<file path="src/hdl/volume_ctrl_defs.vh">
// constants for the serial volume control latch
// assumes inclusion by bare name from hdl/ modules
`ifndef VOLUME_CTRL_DEFS_VH
`define VOLUME_CTRL_DEFS_VH
// word layout, first bit shifted lands in bit 31
`define WORD_BITS 32
`define PAD_HI 31
`define PAD_LO 30
`define INSEL_HI 29
`define INSEL_LO 28
`define LOUD_POS 27
`define VOLC1_HI 26
`define VOLC1_LO 23
`define VOLF1_HI 22
`define VOLF1_LO 20
`define VOLC2_HI 19
`define VOLC2_LO 16
`define VOLF2_HI 15
`define VOLF2_LO 13
`define BASS_HI 12
`define BASS_LO 9
`define TREB_HI 8
`define TREB_LO 5
`define FADE_HI 4
`define FADE_LO 1
`define FSEL_POS 0
// settings after power-up: input 1, coarse 0dB, fine -7dB, loud off,
// tone 0dB (cut, 0 step), fader 0dB on rear
`define RESET_WORD 32'h078f0000
// apb register byte addresses
`define ADDR_SHIFT 12'h000
`define ADDR_LATCH 12'h004
`define ADDR_ACTIVE 12'h008
`define ADDR_STATUS 12'h00c
`define ADDR_TIMER 12'h010
// waiting period, 500 us with the 0.01 uF part
`define WAIT_US 500
`define CLK_MHZ 10
`define WAIT_CYCLES (`WAIT_US * `CLK_MHZ)
`define STAT_PENDING 0
`define STAT_FORCED 1
`define STAT_ZERO 2
`define STAT_BITS_LO 3
`define STAT_BITS_HI 9
`endif

</file>
<file path="src/hdl/pin_sync.v">
// three-stage synchroniser for one pin
// assumes the pin is asynchronous to clk
`timescale 1ns/1ps
module pin_sync #(
	parameter RESET_VAL = 1'b0
) (
	input wire clk,
	input wire rst_n,
	input wire pin,
	output reg level
);
	reg s1_reg;
	reg s2_reg;
	reg s3_reg;
	// level moves only once stages two and three agree
	always @(posedge clk or negedge rst_n)
	begin
		if (!rst_n)
		begin
			s1_reg <= RESET_VAL;
			s2_reg <= RESET_VAL;
			s3_reg <= RESET_VAL;
			level <= RESET_VAL;
		end
		else
		begin
			s1_reg <= pin;
			s2_reg <= s1_reg;
			s3_reg <= s2_reg;
			if (s2_reg == s3_reg)
				level <= s3_reg;
		end
	end
endmodule // pin_sync

</file>
<file path="src/hdl/wait_timer.v">
// down counter for the zero-crossing waiting period
// assumes start is a one-cycle pulse on clk
`timescale 1ns/1ps
module wait_timer #(
	parameter WIDTH = 24
) (
	input wire clk,
	input wire rst_n,
	input wire start,
	input wire stop,
	input wire [WIDTH-1:0] period,
	output wire expired,
	output wire running
);
	reg [WIDTH-1:0] count_reg;
	reg run_reg;
	assign running = run_reg;
	assign expired = run_reg && (count_reg == {{(WIDTH-1){1'b0}}, 1'b1});
	// restart wins over stop so a new word always gets a full period
	always @(posedge clk or negedge rst_n)
	begin
		if (!rst_n)
		begin
			count_reg <= {WIDTH{1'b0}};
			run_reg <= 1'b0;
		end
		else if (start)
		begin
			count_reg <= (period == {WIDTH{1'b0}}) ? {{(WIDTH-1){1'b0}}, 1'b1} : period;
			run_reg <= 1'b1;
		end
		else if (stop || expired)
			run_reg <= 1'b0;
		else if (run_reg)
			count_reg <= count_reg - {{(WIDTH-1){1'b0}}, 1'b1};
	end
endmodule // wait_timer

</file>
<file path="src/hdl/volume_ctrl_latch.v">
// serial setting word receiver, latch and zero-cross update with apb view
// assumes data, serial clock, strobe and zero-cross come from outside pclk
// Behaviour
// RULE1: one transfer carries a 32-bit word on data, serial clock and strobe.
// RULE2: data is shifted in on each rising serial clock edge.
// RULE3: strobe falling copies the shift register into the setting latch.
// RULE4: shift register and latch take reset values at power-up, no reset pin. Here both load the reset word while presetn is low.
// RULE5: the host restores defaults by sending the post-reset word.
// RULE6: the host keeps the strobe high until its first transfer.
// RULE7: latched settings reach the audio path at the first zero crossing.
// RULE8: with no zero crossing in the waiting period the update is forced.
// RULE9: the waiting period is about 500 us for the 0.01 uF timer part.
// RULE10: the period scales linearly with timer capacitance.
// RULE11: loudness follows one dedicated bit of the word.
// RULE12: fader attenuation goes to the front or rear pair by the select bit.
// RULE13: msb first; pad, input, loudness, volumes, tone, fader, select last.
//
// Chosen here: the placing of the registers and the APB slave port.
`timescale 1ns/1ps
`include "volume_ctrl_defs.vh"
module volume_ctrl_latch #(
	parameter WAIT_CYCLES = `WAIT_CYCLES,
	parameter TW = 24
) (
	input wire pclk,
	input wire presetn,
	input wire psel,
	input wire penable,
	input wire pwrite,
	input wire [11:0] paddr,
	input wire [31:0] pwdata,
	output reg [31:0] prdata,
	output wire pready,
	output wire pslverr,
	input wire ser_data,
	input wire ser_clk,
	input wire latch_strobe,
	input wire zero_cross,
	output reg [1:0] input_select,
	output reg loudness_enable_bit,
	output reg [3:0] vol_coarse_1,
	output reg [2:0] vol_fine_1,
	output reg [3:0] vol_coarse_2,
	output reg [2:0] vol_fine_2,
	output reg [3:0] bass_setting,
	output reg [3:0] treble_setting,
	output reg [3:0] front_atten,
	output reg [3:0] rear_atten,
	output wire update_pending
);
	wire data_s;
	wire clk_s;
	wire strobe_s;
	wire zero_s;
	reg clk_d_reg;
	reg strobe_d_reg;
	reg zero_d_reg;
	reg [31:0] shift_reg;
	reg [31:0] latch_reg;
	reg [31:0] active_reg;
	reg forced_reg;
	reg zero_seen_reg;
	reg [TW-1:0] period_reg;
	wire clk_rise;
	wire strobe_fall;
	wire zero_edge;
	wire timer_expired;
	wire timer_running;
	wire apply;
	wire wr;
	wire rd;
	wire addr_ok;
	wire [3:0] pins_raw;
	wire [3:0] pins_s;
	reg [6:0] bit_cnt_reg;
	reg [6:0] frame_bits_reg;
	reg [31:0] status_word;

	// pins cross into pclk, strobe idles high so its stage resets high
	localparam [3:0] PIN_IDLE = 4'h4;
	assign pins_raw = {zero_cross, latch_strobe, ser_clk, ser_data};
	genvar gi;
	generate
		for (gi = 0; gi < 4; gi = gi + 1)
		begin : g_sync
			pin_sync #(.RESET_VAL(PIN_IDLE[gi])) u_sync (
				.clk(pclk),
				.rst_n(presetn),
				.pin(pins_raw[gi]),
				.level(pins_s[gi])
			);
		end
	endgenerate
	assign data_s = pins_s[0];
	assign clk_s = pins_s[1];
	assign strobe_s = pins_s[2]; // [RULE6]
	assign zero_s = pins_s[3];

	// edge finders on the filtered levels
	always @(posedge pclk or negedge presetn)
	begin
		if (!presetn)
		begin
			clk_d_reg <= 1'b0;
			strobe_d_reg <= 1'b1;
			zero_d_reg <= 1'b0;
		end
		else
		begin
			clk_d_reg <= clk_s;
			strobe_d_reg <= strobe_s;
			zero_d_reg <= zero_s;
		end
	end
	assign clk_rise = clk_s && !clk_d_reg;
	assign strobe_fall = !strobe_s && strobe_d_reg;
	assign zero_edge = zero_s && !zero_d_reg; // near-zero indication arrives

	// shift in msb first; only the last 32 bits before the strobe count
	always @(posedge pclk or negedge presetn)
	begin
		if (!presetn)
			shift_reg <= `RESET_WORD; // [RULE4]
		else if (clk_rise)
			shift_reg <= {shift_reg[30:0], data_s}; // [RULE2] [RULE13] [RULE1]
	end

	// bits seen since the last strobe fall; a short frame leaves stale bits in the word
	// and a long one loses its first bits, so software can read back how many arrived
	always @(posedge pclk or negedge presetn)
	begin
		if (!presetn)
		begin
			bit_cnt_reg <= 7'h00;
			frame_bits_reg <= 7'h00;
		end
		else if (strobe_fall)
		begin
			bit_cnt_reg <= 7'h00;
			frame_bits_reg <= bit_cnt_reg; // [RULE1]
		end
		else if (clk_rise && (bit_cnt_reg != 7'h7f))
			bit_cnt_reg <= bit_cnt_reg + 7'h01; // saturates, never wraps to a false 32
	end

	// latch on strobe fall, a clock edge in the same cycle is not seen
	always @(posedge pclk or negedge presetn)
	begin
		if (!presetn)
			latch_reg <= `RESET_WORD; // [RULE4]
		else if (strobe_fall)
			latch_reg <= shift_reg; // [RULE3]
	end

	// waiting period runs from strobe fall; capacitor value is modelled by period_reg
	wait_timer #(.WIDTH(TW)) u_timer (
		.clk(pclk),
		.rst_n(presetn),
		.start(strobe_fall),
		.stop(zero_edge),
		.period(period_reg),
		.expired(timer_expired),
		.running(timer_running)
	);
	assign update_pending = timer_running;
	// zero edge in the strobe cycle is ignored: the new word needs a later crossing
	assign apply = timer_running && !strobe_fall && (zero_edge || timer_expired); // [RULE7] [RULE8]

	// settings that the audio path really uses
	always @(posedge pclk or negedge presetn)
	begin
		if (!presetn)
		begin
			active_reg <= `RESET_WORD; // [RULE4]
			forced_reg <= 1'b0;
			zero_seen_reg <= 1'b0;
		end
		else if (apply)
		begin
			active_reg <= latch_reg; // [RULE7]
			forced_reg <= !zero_edge; // [RULE8]
			zero_seen_reg <= zero_edge;
		end
	end

	// input selector and loudness from the applied word
	always @(posedge pclk or negedge presetn)
	begin
		if (!presetn)
		begin
			input_select <= 2'h0;
			loudness_enable_bit <= 1'b0;
		end
		else
		begin
			input_select <= active_reg[`INSEL_HI:`INSEL_LO];
			loudness_enable_bit <= active_reg[`LOUD_POS]; // [RULE11]
		end
	end

	// channel 1 volume, reset decode matches the post-reset word
	always @(posedge pclk or negedge presetn)
	begin
		if (!presetn)
		begin
			vol_coarse_1 <= 4'hf;
			vol_fine_1 <= 3'h0;
		end
		else
		begin
			vol_coarse_1 <= active_reg[`VOLC1_HI:`VOLC1_LO];
			vol_fine_1 <= active_reg[`VOLF1_HI:`VOLF1_LO];
		end
	end

	// channel 2 volume, set apart from channel 1 so balance works
	always @(posedge pclk or negedge presetn)
	begin
		if (!presetn)
		begin
			vol_coarse_2 <= 4'hf;
			vol_fine_2 <= 3'h0;
		end
		else
		begin
			vol_coarse_2 <= active_reg[`VOLC2_HI:`VOLC2_LO];
			vol_fine_2 <= active_reg[`VOLF2_HI:`VOLF2_LO];
		end
	end

	// tone settings, boost or cut bit kept inside each field
	always @(posedge pclk or negedge presetn)
	begin
		if (!presetn)
		begin
			bass_setting <= 4'h0;
			treble_setting <= 4'h0;
		end
		else
		begin
			bass_setting <= active_reg[`BASS_HI:`BASS_LO];
			treble_setting <= active_reg[`TREB_HI:`TREB_LO];
		end
	end

	// fader: one pair takes the attenuation, the unselected pair stays at 0 dB
	// so a select change never leaves both pairs attenuated
	always @(posedge pclk or negedge presetn)
	begin
		if (!presetn)
		begin
			front_atten <= 4'h0;
			rear_atten <= 4'h0;
		end
		else
		begin
			front_atten <= active_reg[`FSEL_POS] ? active_reg[`FADE_HI:`FADE_LO] : 4'h0; // [RULE12]
			rear_atten <= active_reg[`FSEL_POS] ? 4'h0 : active_reg[`FADE_HI:`FADE_LO]; // [RULE12]
		end
	end

	// apb slave, zero wait states
	assign pready = 1'b1;
	assign addr_ok = (paddr == `ADDR_SHIFT) || (paddr == `ADDR_LATCH) ||
		(paddr == `ADDR_ACTIVE) || (paddr == `ADDR_STATUS) || (paddr == `ADDR_TIMER);
	assign pslverr = psel && penable && !addr_ok;
	assign wr = psel && penable && pwrite;
	assign rd = psel && !penable && !pwrite;

	// timer period register stands in for the timer capacitor
	always @(posedge pclk or negedge presetn)
	begin
		if (!presetn)
			period_reg <= WAIT_CYCLES[TW-1:0]; // [RULE9]
		else if (wr && (paddr == `ADDR_TIMER))
			period_reg <= pwdata[TW-1:0]; // [RULE10]
	end

	// status word, assembled from the field positions in the header
	// unused bits read zero
	always @*
	begin
		status_word = 32'h00000000;
		status_word[`STAT_PENDING] = timer_running;
		status_word[`STAT_FORCED] = forced_reg;
		status_word[`STAT_ZERO] = zero_seen_reg;
		status_word[`STAT_BITS_HI:`STAT_BITS_LO] = frame_bits_reg; // [RULE1]
	end

	// read data captured in setup so it stands through access
	always @(posedge pclk or negedge presetn)
	begin
		if (!presetn)
			prdata <= 32'h00000000;
		else if (rd)
		begin
			case (paddr)
				`ADDR_SHIFT: prdata <= shift_reg;
				`ADDR_LATCH: prdata <= latch_reg;
				`ADDR_ACTIVE: prdata <= active_reg;
				`ADDR_STATUS: prdata <= status_word;
				`ADDR_TIMER: prdata <= {{(32-TW){1'b0}}, period_reg};
				default: prdata <= 32'h00000000;
			endcase
		end
	end
endmodule // volume_ctrl_latch

</file>
<file path="config.mk">
export PLATFORM = sky130hd
export DESIGN_NAME = volume_ctrl_latch
export DESIGN_NICKNAME = d
export VERILOG_FILES = /design/src/hdl/pin_sync.v /design/src/hdl/wait_timer.v /design/src/hdl/volume_ctrl_latch.v
export VERILOG_INCLUDE_DIRS = /design/src /design/src/hdl
export SDC_FILE = /design/constraint.sdc
export NUM_CORES = 1
export LEC_CHECK = 0
export BUFFER_PORTS_ARGS = -buffer_cell sky130_fd_sc_hd__buf_2
export CORE_UTILIZATION = 55
export CTS_BUF_LIST = sky130_fd_sc_hd__clkbuf_4 sky130_fd_sc_hd__clkbuf_8
export DETAILED_ROUTE_END_ITERATION = 10
export PLACE_DENSITY = 0.76
export SETUP_SLACK_MARGIN = 0.05
export SYNTH_ARGS = -nofsm -noshare
export SYNTH_HDL_FRONTEND = slang
export SYNTH_SLANG_ARGS = --single-unit
export TNS_END_PERCENT = 1
</file>
<file path="constraint.sdc">
create_clock -name pclk -period 6.2 [get_ports pclk]
set_input_delay 0.31 -clock pclk [delete_from_list [all_inputs] [get_ports pclk]]
set_output_delay 0.31 -clock pclk [all_outputs]
set_load 0.02 [all_outputs]
</file>
Word-level counts from Yosys, hierarchy flattened

Cells that the tools add are included.

Register bits after elaboration: 245
Output and inout bits: 68
Word-level logic and storage cells: 96

Add/sub/neg operators: 2
Multiplexer cells: 11
Equal/unequal tests: 11
Reduce and logical (&&, ||, !) cells: 32

Operators by type and width:

| operator              | number |
|---|---|
| $pmux 32 s5           | 1 |
| $mux 24               | 4 |
| $eq 12x4->1 const B   | 2 |
| $eq 24x1->1 const B   | 1 |
| $logic_not 24->1      | 1 |
| $sub 24x1->24 const B | 1 |
| $mux 7                | 2 |
| $logic_and 1x1->1     | 13 |
| $eq 12x3->1 const B   | 1 |
| $eq 12x5->1 const B   | 1 |
| $logic_not 12->1      | 1 |
| $logic_not 1->1       | 8 |
| $mux 4                | 2 |
| $add 7x1->7 const B   | 1 |
| $ne 7x7->1 const B    | 1 |
| $reduce_bool 2->1     | 3 |
| $logic_or 1x1->1      | 5 |
| $eq 1x1->1            | 4 |
| $mux 1                | 2 |
| $ne 2x2->1 const B    | 1 |
| $reduce_and 2->1      | 1 |

Logic depth before layout (Yosys ltp)

Word-level depth: 7
Mapped depth: 8

Cells and area by module

From an unflattened synthesis, not the netlist that was laid out.

Cells, all modules: 873
Area total of the unflattened synthesis: 10493.8 sq um

By module, submodules not included:

| module                          | cells an instance | area each (sq um) | instances |
|---|---|---|---|
| volume_ctrl_latch               | 680               | 8440.6            | 1 |
| wait_timer                      | 173               | 1602.8            | 1 |
| pin_sync (g_sync[0].u_sync ...) | 5                 | 111.4             | 3 |
| pin_sync (g_sync[2].u_sync)     | 5                 | 116.4             | 1 |

Worst setup path before layout

Ideal clock, no wire load.

Kind: flip-flop to flip-flop
Start: register u_timer.count_reg[12]
End: register active_reg[29]
Arrival: 2181 ps
Library setup time: 128 ps
Data required time: 6072 ps
Path buffers: 1
Setup slack: 3891 ps
Cell stages (with the launch flop): 7
Path through: dfrtp_1 -> or4_4 -> or4_4 -> nor2_2 -> o211ai_2 -> buf_4 -> mux2_1

Longest elaborated chain between the ends: 4

Ends and longest elaborated chain:

| what                     | line                    | source |
|---|---|---|
| start: declaration       | wait_timer.v:15         | `reg [WIDTH-1:0] count_reg;` |
| start signal: assignment | wait_timer.v:24         | `count_reg <= {WIDTH{1'b0}};` |
| start signal: assignment | wait_timer.v:29         | `count_reg <= (period == {WIDTH{1'b0}}) ? {{(WIDTH-1){1'b0}}, 1'b1} : period;` |
| start signal: assignment | wait_timer.v:35         | `count_reg <= count_reg - {{(WIDTH-1){1'b0}}, 1'b1};` |
| $eq 24x1->1              | wait_timer.v:18         | `assign expired = run_reg && (count_reg == {{(WIDTH-1){1'b0}}, 1'b1});` |
| $logic_and 1x1->1        | wait_timer.v:18         |  |
| $logic_or 1x1->1         | volume_ctrl_latch.v:167 | `assign apply = timer_running && !strobe_fall && (zero_edge \|\| timer_expired);` |
| $logic_and 1x1->1        | volume_ctrl_latch.v:167 |  |
| end signal: assignment   | volume_ctrl_latch.v:174 | `` active_reg <= `RESET_WORD; `` |
| end signal: assignment   | volume_ctrl_latch.v:180 | `active_reg <= latch_reg;` |
| end: declaration         | volume_ctrl_latch.v:60  | `reg [31:0] active_reg;` |

Every way passes these cells.
A chain may end at the register's enable or synchronous reset.

Worst setup path after layout

Start: input paddr[7]
End: register period_reg[5]

Longest elaborated chain between the ends: 2

Ends and longest elaborated chain:

| what                   | line                    | source |
|---|---|---|
| start: declaration     | volume_ctrl_latch.v:30  | `input wire [11:0] paddr,` |
| $eq 12x5->1            | -                       |  |
| $logic_and 1x1->1      | volume_ctrl_latch.v:275 | `` else if (wr && (paddr == `ADDR_TIMER)) `` |
| end signal: assignment | volume_ctrl_latch.v:274 | `period_reg <= WAIT_CYCLES[TW-1:0];` |
| end signal: assignment | volume_ctrl_latch.v:276 | `period_reg <= pwdata[TW-1:0];` |
| end: declaration       | volume_ctrl_latch.v:63  | `reg [TW-1:0] period_reg;` |

Every way passes these cells.

==> results.json <==
{
  "status": "complete, but fails checks",
  "violations": "design-rule violations",
  "gp_congestion": 0.8434,
  "power_mw": 4.323,
  "worst_slew_pin_slew_ns": 1.157,
  "io_pins": 121,
  "drtIter0Drc": 595,
  "wl_per_cell_um": 18.80,
  "synth_seq_cells": 245,
  "fill_cells": 1385,
  "vias": 7430,
  "min_period_over_period_pct": 44.83,
  "synth.most_common_cell": "dfrtp_1",
  "die_h_um": 138.9,
  "nNetsFinal": 1067,
  "finalSetupViolations": 0,
  "hpwl_um": 14620,
  "grt_max_degree": 185,
  "cts.path.max_buffers": 3,
  "synth_edf_count": 0,
  "row_count": 49,
  "power.share.clock_pct": 36.1,
  "fin_setup_tns_ns": 0,
  "syn_avg_cell_area_um2": 11.70,
  "synthArstFlopShare_pct": 100.0,
  "slew_viol_final": 0,
  "multi_input_area_mm2": 0.003921,
  "grt_pass1_vias": 7461,
  "syn-num-nets": 937,
  "comb_power_share_pct": 15.6,
  "antenna_found_initial": 0,
  "pwr-share-seq_pct": 48.2,
  "die_area_mm2": 0.01930,
  "drc": 11,
  "max_freq_mhz": 359.8,
  "wl_um": 23930,
  "timing.final.hold_violations": 0,
  "cts_buffers": 41,
  "yosys-top-cells-area": "dfrtp_1 (49%), mux2_2 (11%), dfstp_2 (11%)",
  "synth_top_cells_by_count": "dfrtp_1 (203), nand2_1 (164), mux2_2 (104)",
  "path_max_fanout": 24,
  "grt_overflow_total": 0,
  "p_leak_nw": 5.823,
  "vias_per_cell": 5.837,
  "p_int_mw": 3.097,
  "synthFlopType": "dfrtp_1",
  "first_pass_iters": 8,
  "fp.dieW_um": 138.9,
  "rsz0062_at_grt": "no",
  "seqCellArea_mm2": 0.006183,
  "synth_area_mm2": 0.01031,
  "clk_pin_slew_ns": 0.06,
  "grt_pass1_wl_um": 38980,
  "cts.repair.resized": 0,
  "clock_skew_ns": 0.01841,
  "crit_type": "input port to register",
  "yosys.area.top_type_share_pct": 49.27,
  "switchingPower_mw": 1.226,
  "synth_area_leader_cell": "dfrtp_1",
  "cts_tree": "done",
  "worstPathRequired_ns": 6.60,
  "maxCapViolations": 0,
  "max-vdd-ir-drop_mv": 0.2852,
  "p_sw_share_pct": 28.36,
  "htree_levels": 2,
  "grt_usage_pct": 25.71,
  "syn_inst": 881,
  "syn2layout_area_growth_pct": 18.04,
  "postCtsSetupBuffers": 0,
  "core-area_mm2": 0.01815,
  "cts-root-buf": "clkbuf_8",
  "p_per_area_mw_per_mm2": 355.2,
  "hp-class": "input port to register",
  "clock_latency_ns": 0.54,
  "io_buffer_count": 111,
  "yosys.cell_types.count": 58,
  "yosys_warnings": 0,
  "initial_utilization_pct": 56.82,
  "layout-drive-gt1-share_pct": 34.39,
  "startpoint_type": "input port",
  "diodes": 0,
  "ys_seq_area_share_pct": 59.97,
  "utilization_pct": 67.07,
  "relSlewSlack_pct": 22.58,
  "postRouteAntennaNets": 0,
  "critPathCaptureType": "register",
  "cts_sinks": 245,
  "period_needed_ns": 2.779,
  "arrival_ns": 3.18
}
## power by group through the flow
stage / combinational (mW) / clock (mW) / sequential [mW]
after floorplan: 0.424 / 0 / 2.09
after global placement: 0.641 / 0 / 2.09
after detailed placement: 0.665 / 0 / 2.10
after CTS: 0.680 / 1.59 / 2.08
after global routing: 0.743 / 1.67 / 2.12
final: 0.675 / 1.56 / 2.09
## area by class of cell
cell class | count | area share, %
multi-input cells | 578 | 32.22
clock buffers | 68 | 6.507
repair buffers | 141 | 7.011
well taps | 229 | 2.354
inverters | 4 | 0.1234
flip-flops and latches | 245 | 50.80
clock inverters | 8 | 0.9868
## worst max-delay path, cell delays in order
cell and delay [ns]:
buf_2 0.10, nor4_1 0.45, nand3_1 0.34, nor4b_2 0.31, buf_4 0.23, and4_1 1.00, mux2_2 0.44
## what timing repair did
action,CTS,global route
hold buffers,20,0
hold endpoints to repair,71,0
setup endpoints to repair,0,0
## placed cells by master (no fill, tap or decap), drive strengths merged, types with 7 or more instances in the layout
cell type	netlist	final
dfrtp	203	203
nand2	164	164
buf	16	121
mux2	106	106
clkbuf	38	68
dfstp	42	42
o21ai	38	38
nor2	36	36
mux2i	25	25
a21oi	23	23
a22oi	21	21
dlygate4sd3	0	20
a31oi	16	16
o22ai	13	13
or4	13	13
nor4	12	12
a2bb2oi	10	10
xor2	8	8
or3	7	7
nand4	7	7
nor2b	7	7
## stage by stage
stage / setup slack (ns) / std cells / cell area [um2] / hold WS, ns
after floorplan: 3.891 / 881 / 10310 / 0.01441
after global placement: 2.980 / 1177 / 11060 / 0.2730
after detailed placement: 2.909 / 1177 / 11060 / 0.2701
after CTS: 3.472 / 1273 / 12170 / 0.0004216
after global routing: 3.115 / 1273 / 12170 / 0.001876
final: 3.421 / 1273 / 12170 / 0.01798
## worst paths after layout
path                                         start                       to  slack (ns)  depth (start not counted)
min reg2reg                g_sync[1].u_sync.s1_reg  g_sync[1].u_sync.s2_reg        0.35                          0
min in group asynchronous                  presetn               prdata[18]        0.29                          2
max in group asynchronous                  presetn          bass_setting[0]        4.58                          3
max reg2reg                  u_timer.count_reg[16]           active_reg[29]        3.47                          6
min                                     pwdata[18]           period_reg[18]        0.02                          2
max                                       paddr[7]            period_reg[5]        3.42                          7
## layer usage
| layer | track usage (%) | up-vias | share of wire, % |
|---|---|---|---|
| li1 | - | 3380 | - |
| met1 | 34.03 | 3735 | 42 |
| met3 | 4.731 | 60 | 6.0 |
| met4 | 11.64 | 0 | 3.2 |
| met2 | 41.60 | 255 | 49 |
| met5 | 0 | - | 0 |
## cell families after synthesis
| kind of cell | synth area share (%) |
|---|---|
| AO/OA/AOI/OAI | 8.834 |
| adder cells (fa/ha/maj) | 0.7524 |
| AND/OR/NAND/NOR | 12.84 |
| XOR/XNOR | 1.189 |
| buffers and inverters | 2.378 |
| multiplexers | 14.00 |
| other | 0.03637 |
| flip-flops | 59.97 |
Power figures use the tool's default switching activity.
